**config.mk**
```make
export PLATFORM = sky130hd
export DESIGN_NAME = pei_phy_event_irq
export DESIGN_NICKNAME = d
export VERILOG_FILES = /design/src/pei_pkg.sv /design/src/pei_phy_event_irq.sv
export SDC_FILE = /design/constraint.sdc
export NUM_CORES = 1
export LEC_CHECK = 0
export BUFFER_PORTS_ARGS = -buffer_cell sky130_fd_sc_hd__buf_2
export CAP_MARGIN = 10
export CORE_UTILIZATION = 40
export DETAILED_ROUTE_END_ITERATION = 10
export HOLD_SLACK_MARGIN = 0.03
export SLEW_MARGIN = 20
export SYNTH_ARGS = -nofsm -noshare
export SYNTH_HDL_FRONTEND = slang
export SYNTH_SLANG_ARGS = --single-unit
```
**constraint.sdc**
```tcl
create_clock -name mclk -period 2.8 [get_ports mclk]
set_input_delay 0.28 -clock mclk [delete_from_list [all_inputs] [get_ports mclk]]
set_output_delay 0.28 -clock mclk [all_outputs]
set_load 0.01 [all_outputs]
```
**src/pei_pkg.sv**
```systemverilog
// shared constants and carrier types for the phy event interrupt unit
package pei_pkg;

   // management register indices (5-bit register address field)
   localparam logic [4:0]  REG_CTRL       = 5'h11;
   localparam logic [4:0]  REG_STAT       = 5'h12;
   localparam logic [4:0]  REG_FC_COUNT   = 5'h14;
   localparam logic [4:0]  REG_RXE_COUNT  = 5'h15;

   // interrupt_control field positions
   localparam int unsigned CTRL_TEST      = 2;
   localparam int unsigned CTRL_MASTER    = 1;
   localparam int unsigned CTRL_PIN_OE    = 0;
   localparam int unsigned CTRL_W         = 3;
   localparam logic [2:0]  CTRL_RESET     = 3'h0;

   // interrupt_status_and_enables layout: pending in 15:8, enables in 7:0
   localparam int unsigned EV_W           = 8;
   localparam logic [7:0]  EN_RESET       = 8'h00;
   localparam logic [7:0]  PEND_RESET     = 8'h00;

   // event counters
   localparam int unsigned CNT_W          = 8;
   localparam int unsigned CNT_MSB        = 7;
   localparam logic [7:0]  CNT_MAX        = 8'hff;
   localparam logic [7:0]  CNT_ONE        = 8'h01;

   // management frame
   localparam logic [5:0]  PREAMBLE_ONES  = 6'h20;
   localparam logic [1:0]  OP_READ        = 2'h2;
   localparam logic [1:0]  OP_WRITE       = 2'h1;
   localparam logic [4:0]  HDR_LAST       = 5'h0b;
   localparam logic [4:0]  TA_LAST        = 5'h01;
   localparam logic [4:0]  DATA_BITS      = 5'h10;
   localparam logic [4:0]  WDATA_LAST     = 5'h0f;

   // synchroniser lanes and their idle levels
   localparam int unsigned SY_MDC         = 0;
   localparam int unsigned SY_MDIO        = 1;
   localparam int unsigned SY_PIN         = 2;
   localparam int unsigned SY_W           = 3;
   localparam logic [2:0]  SY_IDLE        = 3'h6;

   typedef enum logic [2:0] {
      MS_PRE   = 3'b000,
      MS_START = 3'b001,
      MS_HDR   = 3'b010,
      MS_TA    = 3'b011,
      MS_RDATA = 3'b100,
      MS_WDATA = 3'b101
   } pei_mgmt_state_t;

   // one-cycle event pulses from the phy core, same clock
   typedef struct packed {
      logic link_quality;
      logic energy_detect;
      logic link_change;
      logic speed_change;
      logic duplex_change;
      logic autoneg_done;
      logic false_carrier_inc;
      logic rx_error_inc;
   } pei_events_t;

   // shared pin and management pin drive
   typedef struct packed {
      logic mdio_o;
      logic mdio_oe;
      logic irq_pin_o;
      logic irq_pin_oe;
      logic powerdown_req;
   } pei_pins_t;

endpackage

```
**src/pei_phy_event_irq.sv**
```systemverilog
// phy event interrupt unit with its management serial register slave
// Functional notes
// events: link quality, energy detect, link, speed, duplex, autoneg done, counter half-full.
// control bits 15:3 ignore writes and read zero.
// test interrupt bit 2 forces the interrupt while set.
// master enable bit 1 gates all event based interrupts.
// bit 0 makes the shared pin an irq output, else powerdown input.
// a status bit sets if its event happened since the last status read.
// status bits set even with event or master enable off.
// an event interrupts only with its own enable and master enable set.
// status bit 15 is link quality pending, cleared by the read returning it.
// status bit 14 is energy detect pending, cleared by its read.
// status bit 13 is link change pending, cleared by its read.
// status bit 12 is speed change pending, cleared by its read.
// status bit 11 is duplex change pending, cleared by its read.
// status bit 10 is autoneg done pending, cleared by its read.
// status bit 9 is false carrier counter half-full, cleared by its read.
// status bit 8 is receive error counter half-full, cleared by its read.
// bits 7:0 are per-event enables in status order, reset zero.
// both event counters are eight bits and saturate at maximum.
// half-full event is counter msb rising, once per crossing.
// as irq output, pin is low while test or enabled pending under master.
`timescale 1ns/1ps
`default_nettype none

module pei_phy_event_irq
   import pei_pkg::*;
(
   input  wire  logic                 mclk,
   input  wire  logic                 rst,
   input  wire  logic                 ce,
   input  wire  logic [4:0]           phy_addr,
   input  wire  pei_pkg::pei_events_t events,
   input  wire  logic                 mdc,
   input  wire  logic                 mdio_i,
   output logic                       mdio_o,
   output logic                       mdio_oe,
   input  wire  logic                 pin_i,
   output logic                       irq_pin_o,
   output logic                       irq_pin_oe,
   output logic                       powerdown_req
);
   import pei_pkg::*;

   typedef struct packed {
      logic [SY_W-1:0]    sync1;
      logic [SY_W-1:0]    sync2;
      logic [SY_W-1:0]    sync3;
      logic [SY_W-1:0]    lvl;
      pei_mgmt_state_t    mstate;
      logic [5:0]         ones;
      logic [4:0]         bitcnt;
      logic [11:0]        hdr;
      logic [15:0]        shreg;
      logic [CTRL_W-1:0]  ctrl;
      logic [EV_W-1:0]    pending;
      logic [EV_W-1:0]    enable;
      logic [CNT_W-1:0]   fc_cnt;
      logic [CNT_W-1:0]   rxe_cnt;
      pei_pins_t          pins;
   } pei_state_t;

   pei_state_t st;
   pei_state_t next_st;

   logic             mdc_rise;
   logic             bit_in;
   logic [EV_W-1:0]  ev_vec;
   logic [EV_W-1:0]  clr_pend;
   logic             clr_fc;
   logic             clr_rxe;
   logic             fc_half;
   logic             rxe_half;
   logic             addr_hit;
   logic [15:0]      wr_word;

   // register read image; reserved bits come back as zero
   function automatic logic [15:0] read_word(input logic [4:0]        ra,
                                             input logic [CTRL_W-1:0] c,
                                             input logic [EV_W-1:0]   p,
                                             input logic [EV_W-1:0]   e,
                                             input logic [CNT_W-1:0]  f,
                                             input logic [CNT_W-1:0]  r);
      logic [15:0] w;
      w = 16'h0000;
      if (ra == REG_CTRL) begin
         w[CTRL_W-1:0] = c;
      end else if (ra == REG_STAT) begin
         w = {p, e};
      end else if (ra == REG_FC_COUNT) begin
         w[CNT_W-1:0] = f;
      end else if (ra == REG_RXE_COUNT) begin
         w[CNT_W-1:0] = r;
      end
      return w;
   endfunction

   // saturating counter step, clear wins only over the old count
   function automatic logic [CNT_W-1:0] cnt_step(input logic [CNT_W-1:0] c,
                                                 input logic             clr,
                                                 input logic             inc);
      logic [CNT_W-1:0] b;
      b = clr ? '0 : c;
      if (inc && b != CNT_MAX) begin
         b = b + CNT_ONE;
      end
      return b;
   endfunction

   // whole next state: synchronisers, management fsm, counters, status, pins
   always_comb begin
      next_st  = st;
      clr_pend = '0;
      clr_fc   = 1'b0;
      clr_rxe  = 1'b0;
      wr_word  = {st.shreg[14:0], 1'b0};

      // three-stage sync; a change counts once stages two and three agree
      next_st.sync1 = {pin_i, mdio_i, mdc};
      next_st.sync2 = st.sync1;
      next_st.sync3 = st.sync2;
      for (int i = 0; i < SY_W; i++) begin
         if (st.sync2[i] == st.sync3[i]) begin
            next_st.lvl[i] = st.sync3[i];
         end
      end
      // mdio shares the same latency as mdc, so the sample lines up
      mdc_rise = next_st.lvl[SY_MDC] & ~st.lvl[SY_MDC];
      bit_in   = next_st.lvl[SY_MDIO];
      wr_word  = {st.shreg[14:0], bit_in};
      addr_hit = (st.hdr[9:5] == phy_addr);

      if (mdc_rise) begin
         unique case (st.mstate)
            MS_PRE: begin
               if (bit_in) begin
                  if (st.ones != PREAMBLE_ONES) begin
                     next_st.ones = st.ones + 6'h01;
                  end
               end else if (st.ones == PREAMBLE_ONES) begin
                  next_st.mstate = MS_START;
               end else begin
                  next_st.ones = '0;
               end
            end
            MS_START: begin
               next_st.ones   = '0;
               next_st.bitcnt = '0;
               next_st.mstate = bit_in ? MS_HDR : MS_PRE;
            end
            MS_HDR: begin
               next_st.hdr    = {st.hdr[10:0], bit_in};
               next_st.bitcnt = st.bitcnt + 5'h01;
               if (st.bitcnt == HDR_LAST) begin
                  next_st.bitcnt = '0;
                  next_st.mstate = MS_TA;
               end
            end
            MS_TA: begin
               if (st.hdr[11:10] == OP_READ && addr_hit) begin
                  // first ta bit: take the line and drive the zero
                  next_st.pins.mdio_oe = 1'b1;
                  next_st.pins.mdio_o  = 1'b0;
                  next_st.shreg  = read_word(st.hdr[4:0], st.ctrl, st.pending,
                                             st.enable, st.fc_cnt, st.rxe_cnt);
                  next_st.mstate = MS_RDATA;
                  if (st.hdr[4:0] == REG_STAT) begin
                     clr_pend = st.pending;
                  end
                  clr_fc  = (st.hdr[4:0] == REG_FC_COUNT);
                  clr_rxe = (st.hdr[4:0] == REG_RXE_COUNT);
               end else if (st.hdr[11:10] == OP_WRITE && addr_hit) begin
                  next_st.bitcnt = st.bitcnt + 5'h01;
                  if (st.bitcnt == TA_LAST) begin
                     next_st.bitcnt = '0;
                     next_st.mstate = MS_WDATA;
                  end
               end else begin
                  // other address or bad opcode: wait for a fresh preamble
                  next_st.mstate = MS_PRE;
               end
            end
            MS_RDATA: begin
               if (st.bitcnt == DATA_BITS) begin
                  next_st.pins.mdio_oe = 1'b0;
                  next_st.pins.mdio_o  = 1'b0;
                  next_st.bitcnt       = '0;
                  next_st.mstate       = MS_PRE;
               end else begin
                  next_st.pins.mdio_o = st.shreg[15];
                  next_st.shreg       = {st.shreg[14:0], 1'b0};
                  next_st.bitcnt      = st.bitcnt + 5'h01;
               end
            end
            MS_WDATA: begin
               next_st.shreg  = wr_word;
               next_st.bitcnt = st.bitcnt + 5'h01;
               if (st.bitcnt == WDATA_LAST) begin
                  next_st.bitcnt = '0;
                  next_st.mstate = MS_PRE;
                  if (st.hdr[4:0] == REG_CTRL) begin
                     next_st.ctrl = wr_word[CTRL_W-1:0];
                  end else if (st.hdr[4:0] == REG_STAT) begin
                     next_st.enable = wr_word[EV_W-1:0];
                  end
               end
            end
            default: begin
               next_st.mstate = MS_PRE;
               next_st.ones   = '0;
            end
         endcase
      end

      // counters; a read clear in the same cycle as a hit keeps the hit
      next_st.fc_cnt  = cnt_step(st.fc_cnt, clr_fc, events.false_carrier_inc);
      next_st.rxe_cnt = cnt_step(st.rxe_cnt, clr_rxe, events.rx_error_inc);
      fc_half  = next_st.fc_cnt[CNT_MSB] & ~st.fc_cnt[CNT_MSB];
      rxe_half = next_st.rxe_cnt[CNT_MSB] & ~st.rxe_cnt[CNT_MSB];

      // status latches regardless of enables; set beats read clear
      ev_vec = {events.link_quality, events.energy_detect, events.link_change,
                events.speed_change, events.duplex_change, events.autoneg_done,
                fc_half, rxe_half};
      next_st.pending = (st.pending & ~clr_pend) | ev_vec;

      // shared pin: active low irq, or a powerdown request input
      next_st.pins.irq_pin_oe = st.ctrl[CTRL_PIN_OE];
      next_st.pins.irq_pin_o  = ~(st.ctrl[CTRL_TEST] |
                                  (st.ctrl[CTRL_MASTER] &
                                   (|(st.pending & st.enable))));
      next_st.pins.powerdown_req = ~st.ctrl[CTRL_PIN_OE] & ~st.lvl[SY_PIN];
   end

   // state register; ce low freezes everything
   always_ff @(posedge mclk) begin
      if (rst) begin
         st                <= '0;
         st.sync1          <= SY_IDLE;
         st.sync2          <= SY_IDLE;
         st.sync3          <= SY_IDLE;
         st.lvl            <= SY_IDLE;
         st.mstate         <= MS_PRE;
         st.ctrl           <= CTRL_RESET;
         st.enable         <= EN_RESET;
         st.pending        <= PEND_RESET;
         st.pins.irq_pin_o <= 1'b1;
      end else if (ce) begin
         st <= next_st;
      end
   end

   // outputs straight from state flops
   assign mdio_o        = st.pins.mdio_o;
   assign mdio_oe       = st.pins.mdio_oe;
   assign irq_pin_o     = st.pins.irq_pin_o;
   assign irq_pin_oe    = st.pins.irq_pin_oe;
   assign powerdown_req = st.pins.powerdown_req;

   // checks on the control and status registers, counters and the shared pin
   property p_status_sticky;
      @(posedge mclk) disable iff (rst)
      ce && (|ev_vec) |=> ((st.pending & $past(ev_vec)) == $past(ev_vec));
   endproperty
   a_status_sticky: assert property (p_status_sticky)
      else $error("event did not set its status bit");

   property p_status_ignores_enable;
      @(posedge mclk) disable iff (rst)
      ce && events.link_change && !st.ctrl[CTRL_MASTER] |=> st.pending[5];
   endproperty
   a_status_ignores_enable: assert property (p_status_ignores_enable)
      else $error("status not set with master enable off");

   property p_ctrl_read_zero;
      @(posedge mclk) disable iff (rst)
      ce && mdc_rise && st.mstate == MS_TA && st.hdr[11:10] == OP_READ
         && addr_hit && st.hdr[4:0] == REG_CTRL
         |=> st.shreg[15:CTRL_W] == '0 && st.shreg[CTRL_W-1:0] == $past(st.ctrl);
   endproperty
   a_ctrl_read_zero: assert property (p_ctrl_read_zero)
      else $error("control read image wrong");

   property p_status_cor;
      @(posedge mclk) disable iff (rst)
      ce && mdc_rise && st.mstate == MS_TA && st.hdr[11:10] == OP_READ
         && addr_hit && st.hdr[4:0] == REG_STAT && !(|ev_vec)
         |=> st.pending == '0 && st.shreg[15:8] == $past(st.pending);
   endproperty
   a_status_cor: assert property (p_status_cor)
      else $error("status read did not return and clear pending bits");

   property p_test_irq;
      @(posedge mclk) disable iff (rst)
      ce && st.ctrl[CTRL_TEST] && st.ctrl[CTRL_PIN_OE]
         |=> !irq_pin_o && irq_pin_oe;
   endproperty
   a_test_irq: assert property (p_test_irq)
      else $error("test interrupt not driven");

   property p_master_off;
      @(posedge mclk) disable iff (rst)
      ce && !st.ctrl[CTRL_MASTER] && !st.ctrl[CTRL_TEST] |=> irq_pin_o;
   endproperty
   a_master_off: assert property (p_master_off)
      else $error("interrupt raised with master enable off");

   property p_pin_role;
      @(posedge mclk) disable iff (rst)
      ce ##1 ce |-> irq_pin_oe == $past(st.ctrl[CTRL_PIN_OE])
         && (powerdown_req -> !irq_pin_oe);
   endproperty
   a_pin_role: assert property (p_pin_role)
      else $error("shared pin role does not follow control bit 0");

   property p_enabled_irq;
      @(posedge mclk) disable iff (rst)
      ce && st.ctrl[CTRL_MASTER] && (|(st.pending & st.enable)) |=> !irq_pin_o;
   endproperty
   a_enabled_irq: assert property (p_enabled_irq)
      else $error("enabled pending event did not pull the pin low");

   property p_only_enabled;
      @(posedge mclk) disable iff (rst)
      ce && !st.ctrl[CTRL_TEST] && !(|(st.pending & st.enable)) |=> irq_pin_o;
   endproperty
   a_only_enabled: assert property (p_only_enabled)
      else $error("interrupt without an enabled pending event");

   property p_counter_saturates;
      @(posedge mclk) disable iff (rst)
      ce && st.fc_cnt == CNT_MAX && !clr_fc |=> st.fc_cnt == CNT_MAX;
   endproperty
   a_counter_saturates: assert property (p_counter_saturates)
      else $error("false carrier counter wrapped");

   property p_half_event;
      @(posedge mclk) disable iff (rst)
      ce && !clr_rxe && events.rx_error_inc && st.rxe_cnt == 8'h7f
         |=> st.pending[0] && st.rxe_cnt[CNT_MSB];
   endproperty
   a_half_event: assert property (p_half_event)
      else $error("receive error half-full not latched");

   property p_read_frame;
      @(posedge mclk) disable iff (rst)
      ce && mdc_rise && st.mstate == MS_TA && st.hdr[11:10] == OP_READ && addr_hit;
   endproperty
   c_read_frame: cover property (p_read_frame);

   property p_write_frame;
      @(posedge mclk) disable iff (rst)
      ce && mdc_rise && st.mstate == MS_WDATA && st.bitcnt == WDATA_LAST;
   endproperty
   c_write_frame: cover property (p_write_frame);

   property p_event_irq;
      @(posedge mclk) disable iff (rst)
      irq_pin_oe && !irq_pin_o && !st.ctrl[CTRL_TEST];
   endproperty
   c_event_irq: cover property (p_event_irq);

endmodule // pei_phy_event_irq

`default_nettype wire

```
==> run_results.csv, run 1 <==
group,metric,value,unit
finish,final_common_cell,"nor2_1",
finish,multi_input_area,2740,µm²
worst_setup_path,cp-end-kind,"flop",
global_routing,grt_use_total,0.194,
timing,fin_setup_tns,0,ps
timing,postLayoutSetupSlackWorst,348,ps
route,drtPass1Iterations,5,
worst_setup_path,critical_path_class,"reg -> reg",
placed_design,post-dp-hpwl,7.96,mm
clock_network,cts_buffers,9,
synthesis,syn_inst,561,
synthesis,synth_area,4780,µm²
timing,fin_hold_ws,138,ps
timing,setup_viol,0,
hold_path,min_path_type,"in -> reg",
timing,fmax,0.408,GHz
placed_design,numPortBuffers,23,
clock_network,clk_path_buf_depth,2,
route,vias,4115,
timing,fin_crit,2450,ps
power_and_ir_drop,p_leak,2.09,nW
clock_network,clkTransAtPathRegs,70,ps
finish,synthToLayoutAreaGrowth,13.5,%
timing,rsz0062_at_grt,"false",
synthesis,synth_edf_count,0,
synthesis,yosysWarningCount,0,
power_and_ir_drop,ir_drop,0.264,mV
finish,n_fill_cell,1124,
synthesis,ys_ff_latch,94,
timing,slew_headroom,0.354,
floorplan,die_area,12400,µm²
finish,stdcell_count,730,
synthesis,avgSynthCellArea,8.51,µm²
synthesis,syn-num-nets,592,
run,cap_violations,0,
floorplan,ios,24,
finish,nNetsFinal,613,
clock_network,tritoncts,"yes",
clock_network,htreeDepth,3,
clock_network,clkLatencyLatePin,350,ps
floorplan,start_util,0.415,
floorplan,core,11500,µm²
synthesis,synth-async-reset-ratio,0,
timing,worstMarginPinSlew,969,ps
worst_setup_path,cp-start-kind,"flop",
placed_design,gp_congestion,0.812,
power_and_ir_drop,power-per-cell-area,509,nW/µm²
global_routing,antenna_found_initial,0,
timing,fin_crit_sh,0.876,
global_routing,grt_pass1_vias,3820,
route,drc,0,
route,wl_per_cell,15.7,µm
route,drtIter0Drc,359,
finish,diodes,0,
timing,skew,7.02,ps
floorplan,die_x,111,µm
floorplan,rows,39,
synthesis,yosysUniqueCellTypes,56,
timing,hold_viol,0,
clock_network,ctsHoldBuffers,0,
finish,drive_gt1_frac,0.121,
finish,layout_common_cells,"nor2_1, dfxtp_1, nand2_1",
global_routing,grt_max_degree,52,
route,routed_wirelength,11.4,mm
finish,register_area,1880,µm²
global_routing,overflow,0,
placed_design,dp_cells,713,
timing,drv_slew,0,
worst_setup_path,critPathArrivalTime,2690,ps
worst_setup_path,required,3040,ps
finish,fin_util,0.471,
floorplan,die_h,111,µm
route,vias_per_cell,5.64,
worst_setup_path,cp_max_fo,5,
clock_network,root_buffer,"clkbuf_16",
clock_network,clock_sinks,94,
route,ant_nets,0,
status,status,"complete, no violations",
synthesis,seq_area_frac_synth,0.394,
placed_design,place_ws,84.7,ps
synthesis,synth_flop_cell,"dfxtp_1",
global_routing,grt_pass1_wl,19.2,mm
[state kept, by name, indices dropped and copies added, names as in the netlist]
name	cells
powerdown_req	1
st	82
mdio_oe	1
irq_pin_oe	1
mdio_o	1
next_st	7
irq_pin_o	1
[synthesized netlist by cell type (all sizes together), types with 3 or more instances]
library cell | instances | area [µm²]
nand4bb | 3 | 33.8
xnor2 | 7 | 61.3
buf | 10 | 45.0
mux2 | 4 | 45.0
and2 | 9 | 56.3
dfxtp | 94 | 1880
a211oi | 15 | 113
nor2b | 9 | 56.3
nor4b | 5 | 43.8
a32oi | 3 | 26.3
xor2 | 13 | 114
o21ai | 10 | 50.1
inv | 15 | 56.3
o21bai | 3 | 22.5
nand4 | 17 | 113
nor3 | 18 | 101
mux2i | 36 | 360
a21o | 5 | 37.5
a211o | 6 | 52.6
or3 | 5 | 31.3
nor2 | 97 | 364
nand2b | 5 | 31.3
nand2 | 37 | 139
nand3 | 13 | 65.1
a221oi | 3 | 26.3
clkbuf | 19 | 71.3
and3 | 4 | 25.0
a21oi | 29 | 149
nor3b | 5 | 37.5
ha | 12 | 150
a22oi | 23 | 173
[layout make-up]
type,instances,share of cell area
multi-input cells,423,0.506
flip-flops and latches,94,0.347
clock buffers,12,0.0473
repair buffers,39,0.0457
well taps,143,0.0330
inverters,15,0.0104
clock inverters,4,0.00993
[through the flow]
step	power, mW	cell area [µm²]
global placement	1.50	5080
detailed placement	1.51	5080
CTS	2.79	5390
global route	2.85	5420
floorplan	1.46	4780
finish	2.76	5420
[cells by family (layout without fill, tap and decap cells)]
family | Yosys count | after routing | synth area share
adder cells (fa/ha/maj) | 13 | 13 | 0.0338
buffers and inverters | 44 | 70 | 0.0362
flip-flops | 94 | 94 | 0.394
AND/OR/NAND/NOR | 238 | 238 | 0.250
AO/OA/AOI/OAI | 112 | 112 | 0.165
multiplexers | 40 | 40 | 0.0849
XOR/XNOR | 20 | 20 | 0.0367
[power by group]
part           leakage, nW  switching, mW  internal, mW
clock network        0.145          0.538         0.745
registers            0.761         0.0153          1.35
logic                 1.19         0.0634        0.0424
total                 2.09          0.616          2.14
[timing repair]
action,in CTS,in global routing
resized for setup,0,4
setup buffers,0,1
endpoints found under the setup margin,0,4
[path summary, 6_finish.rpt]
kind / startpoint / to / slack, ps / cells after the start
setup reg to reg: st[65] / st[20] / 350 / 8
setup / recovery: st[65] / st[20] / 350 / 8
hold reg to reg: next_st[90] / next_st[87] / 460 / 1
hold / removal: pin_i / next_st[90] / 140 / 2
[critical path, cell delays in order, from the launching register on]
cell	delay [ps]
dfxtp_1	330
xor2_1	190
nor3_2	310
nand4_1	220
and2_1	220
ha_1	250
or4b_2	670
nand2_1	90
a21oi_1	60
[metal layers]
metal | wire [µm] | part of all wire | track usage
met5 | 0 | 0 | 0
met4 | 177 | 0.015 | 0.0820
met3 | 499 | 0.044 | 0.0366
met2 | 5080 | 0.44 | 0.290
met1 | 5680 | 0.50 | 0.273
(Power assumes the default switching activity.)
==> inputs of run 2 (changes only) <==
BUFFER_PORTS_ARGS = -buffer_cell sky130_fd_sc_hd__clkbuf_2   (was -buffer_cell sky130_fd_sc_hd__buf_2)
==> run_results.csv, run 2 (synthesized netlist as in run 1, its figures left out) <==
group,metric,value,unit
status,status,"complete, no violations",
floorplan,die_x,111,µm
global_routing,antenna_found_initial,0,
finish,diodes,0,
global_routing,grt_pass1_wl,19.1,mm
worst_setup_path,regToRegEndpoint,"st[10]",
finish,synthToLayoutAreaGrowth,12.4,%
worst_setup_path,cp-start-kind,"flop",
finish,register_area,1880,µm²
clock_network,clkTransAtPathRegs,60,ps
clock_network,clk_path_buf_depth,2,
timing,drv_slew,0,
worst_setup_path,rr_worst_depth,11,
timing,skew,9.05,ps
timing,fin_crit_sh,0.908,
timing,fin_crit,2540,ps
floorplan,core,11500,µm²
worst_setup_path,critical_path_class,"reg -> reg",
placed_design,gp_congestion,0.870,
route,vias,4093,
timing,setup_viol,0,
finish,multi_input_area,2740,µm²
power_and_ir_drop,ir_drop,0.271,mV
finish,final_common_cell,"nor2_1",
route,drtPass1Iterations,5,
placed_design,post-dp-hpwl,8.11,mm
finish,n_fill_cell,1100,
clock_network,cts_buffers,9,
worst_setup_path,required,3040,ps
clock_network,root_buffer,"clkbuf_16",
finish,layout_common_cells,"nor2_1, dfxtp_1, nand2_1",
route,vias_per_cell,5.61,
floorplan,die_h,111,µm
worst_setup_path,max_stage_delay,380,ps
timing,hold_viol,0,
timing,worstMarginPinSlew,728,ps
global_routing,overflow,0,
global_routing,grt_max_degree,32,
timing,rsz0062_at_grt,"false",
worst_setup_path,worst_path_max_delay_cell,"dfxtp_1",
route,drtIter0Drc,279,
power_and_ir_drop,power,2.63,mW
route,routed_wirelength,11.3,mm
worst_setup_path,regToRegStartpoint,"st[60]",
placed_design,numPortBuffers,23,
worst_setup_path,critPathCapture,"st[10]",
timing,slew_headroom,0.514,
route,wl_per_cell,15.4,µm
floorplan,rows,39,
worst_setup_path,cp-startpoint,"st[60]",
worst_setup_path,cp-end-kind,"flop",
worst_setup_path,r2r_setup_slack,260,ps
global_routing,grt_use_total,0.192,
worst_setup_path,critPathArrivalTime,2780,ps
route,drc,0,
finish,nNetsFinal,613,
hold_path,min_path_type,"in -> reg",
timing,fin_setup_tns,0,ps
route,ant_nets,0,
power_and_ir_drop,p_leak,2.08,nW
power_and_ir_drop,power-per-cell-area,490,nW/µm²
timing,fmax,0.393,GHz
floorplan,die_area,12400,µm²
finish,drive_gt1_frac,0.116,
floorplan,ios,24,
clock_network,clock_sinks,94,
clock_network,tritoncts,"yes",
worst_setup_path,path_cells,"nor4bb_1 -> and2_1 -> nand4_1 -> and2_1 -> ha_1 -> nand2_1 -> nor2_1 -> nor3_1 -> nand4_1 -> xnor2_1 -> nor2_1",
worst_setup_path,cp_max_fo,6,
clock_network,clkLatencyLatePin,350,ps
clock_network,ctsHoldBuffers,0,
run,cap_violations,0,
finish,regMostFlops,"st",
finish,largest_reg_flops,82,
clock_network,htreeDepth,3,
global_routing,grt_pass1_vias,3850,
floorplan,start_util,0.415,
-- run 2: cell types whose count changed in the layout (fill, tap and decap cells not counted), moves of 2 or more --
cell	previous run	this run
clkbuf_2	0	22
buf_2	23	1
clkinv_2	0	2
clkinvlp_4	2	0
-- run 2: cell type report --
cell class / count / share of cell area
repair buffers: 39 / 0.0438
inverters: 15 / 0.0105
well taps: 143 / 0.0333
clock inverters: 3 / 0.00350
flip-flops and latches: 94 / 0.351
clock buffers: 13 / 0.0485
multi-input cells: 423 / 0.510
-- run 2: where the power goes --
part           leakage, nW  switching (mW)  total, mW  internal, mW
Combinational         1.18          0.0623      0.103        0.0410
Clock                0.140           0.504       1.15         0.650
Sequential           0.761          0.0163       1.37          1.35
-- run 2: worst min-delay path by stage --
| stage | start | end | slack, ps | cells past startpoint |
|---|---|---|---|---|
| after floorplan | mdio_i | next_st[89] | 400 | 1 |
| after CTS | mdio_i | next_st[89] | 140 | 2 |
| after global placement | next_st[90] | next_st[87] | 450 | 1 |
| final | mdio_i | next_st[89] | 150 | 2 |
| after global routing | mdio_i | next_st[89] | 160 | 2 |
| after detailed placement | next_st[90] | next_st[87] | 450 | 1 |
-- run 2: critical path: cells and delay by family, from the launching register on --
family | cells | cell delay [ps]
xor+xnor | 1 | 150
fa+ha+maj | 1 | 200
flops | 1 | 380
simple gates | 9 | 1710
-- run 2: timing repair --
item | 4_1_cts | 5_1_grt
gates resized for setup | 0 | 2
setup buffers | 0 | 2
setup endpoints to repair | 0 | 3
-- run 2: per-layer routing --
metal  part of all wire  up-vias  track usage
met5                  0        -            0
li1                   -     2052            -
met1               0.49     1944        0.264
met4              0.012        0       0.0685
met2               0.45       88        0.292
met3              0.049        9       0.0465
-- run 2: metrics by stage --
stage                     cell area, µm²  hold WS [ps]  setup WS [ps]  utilization  instances
after floorplan                     4780           402            221            -        561
after global placement              5060           447            245        0.440        712
after detailed placement            5060           452            198        0.440        712
after CTS                           5340           138            189        0.464        728
after global routing                5370           159           1.07        0.466        730
final                               5370           149            259        0.466        730
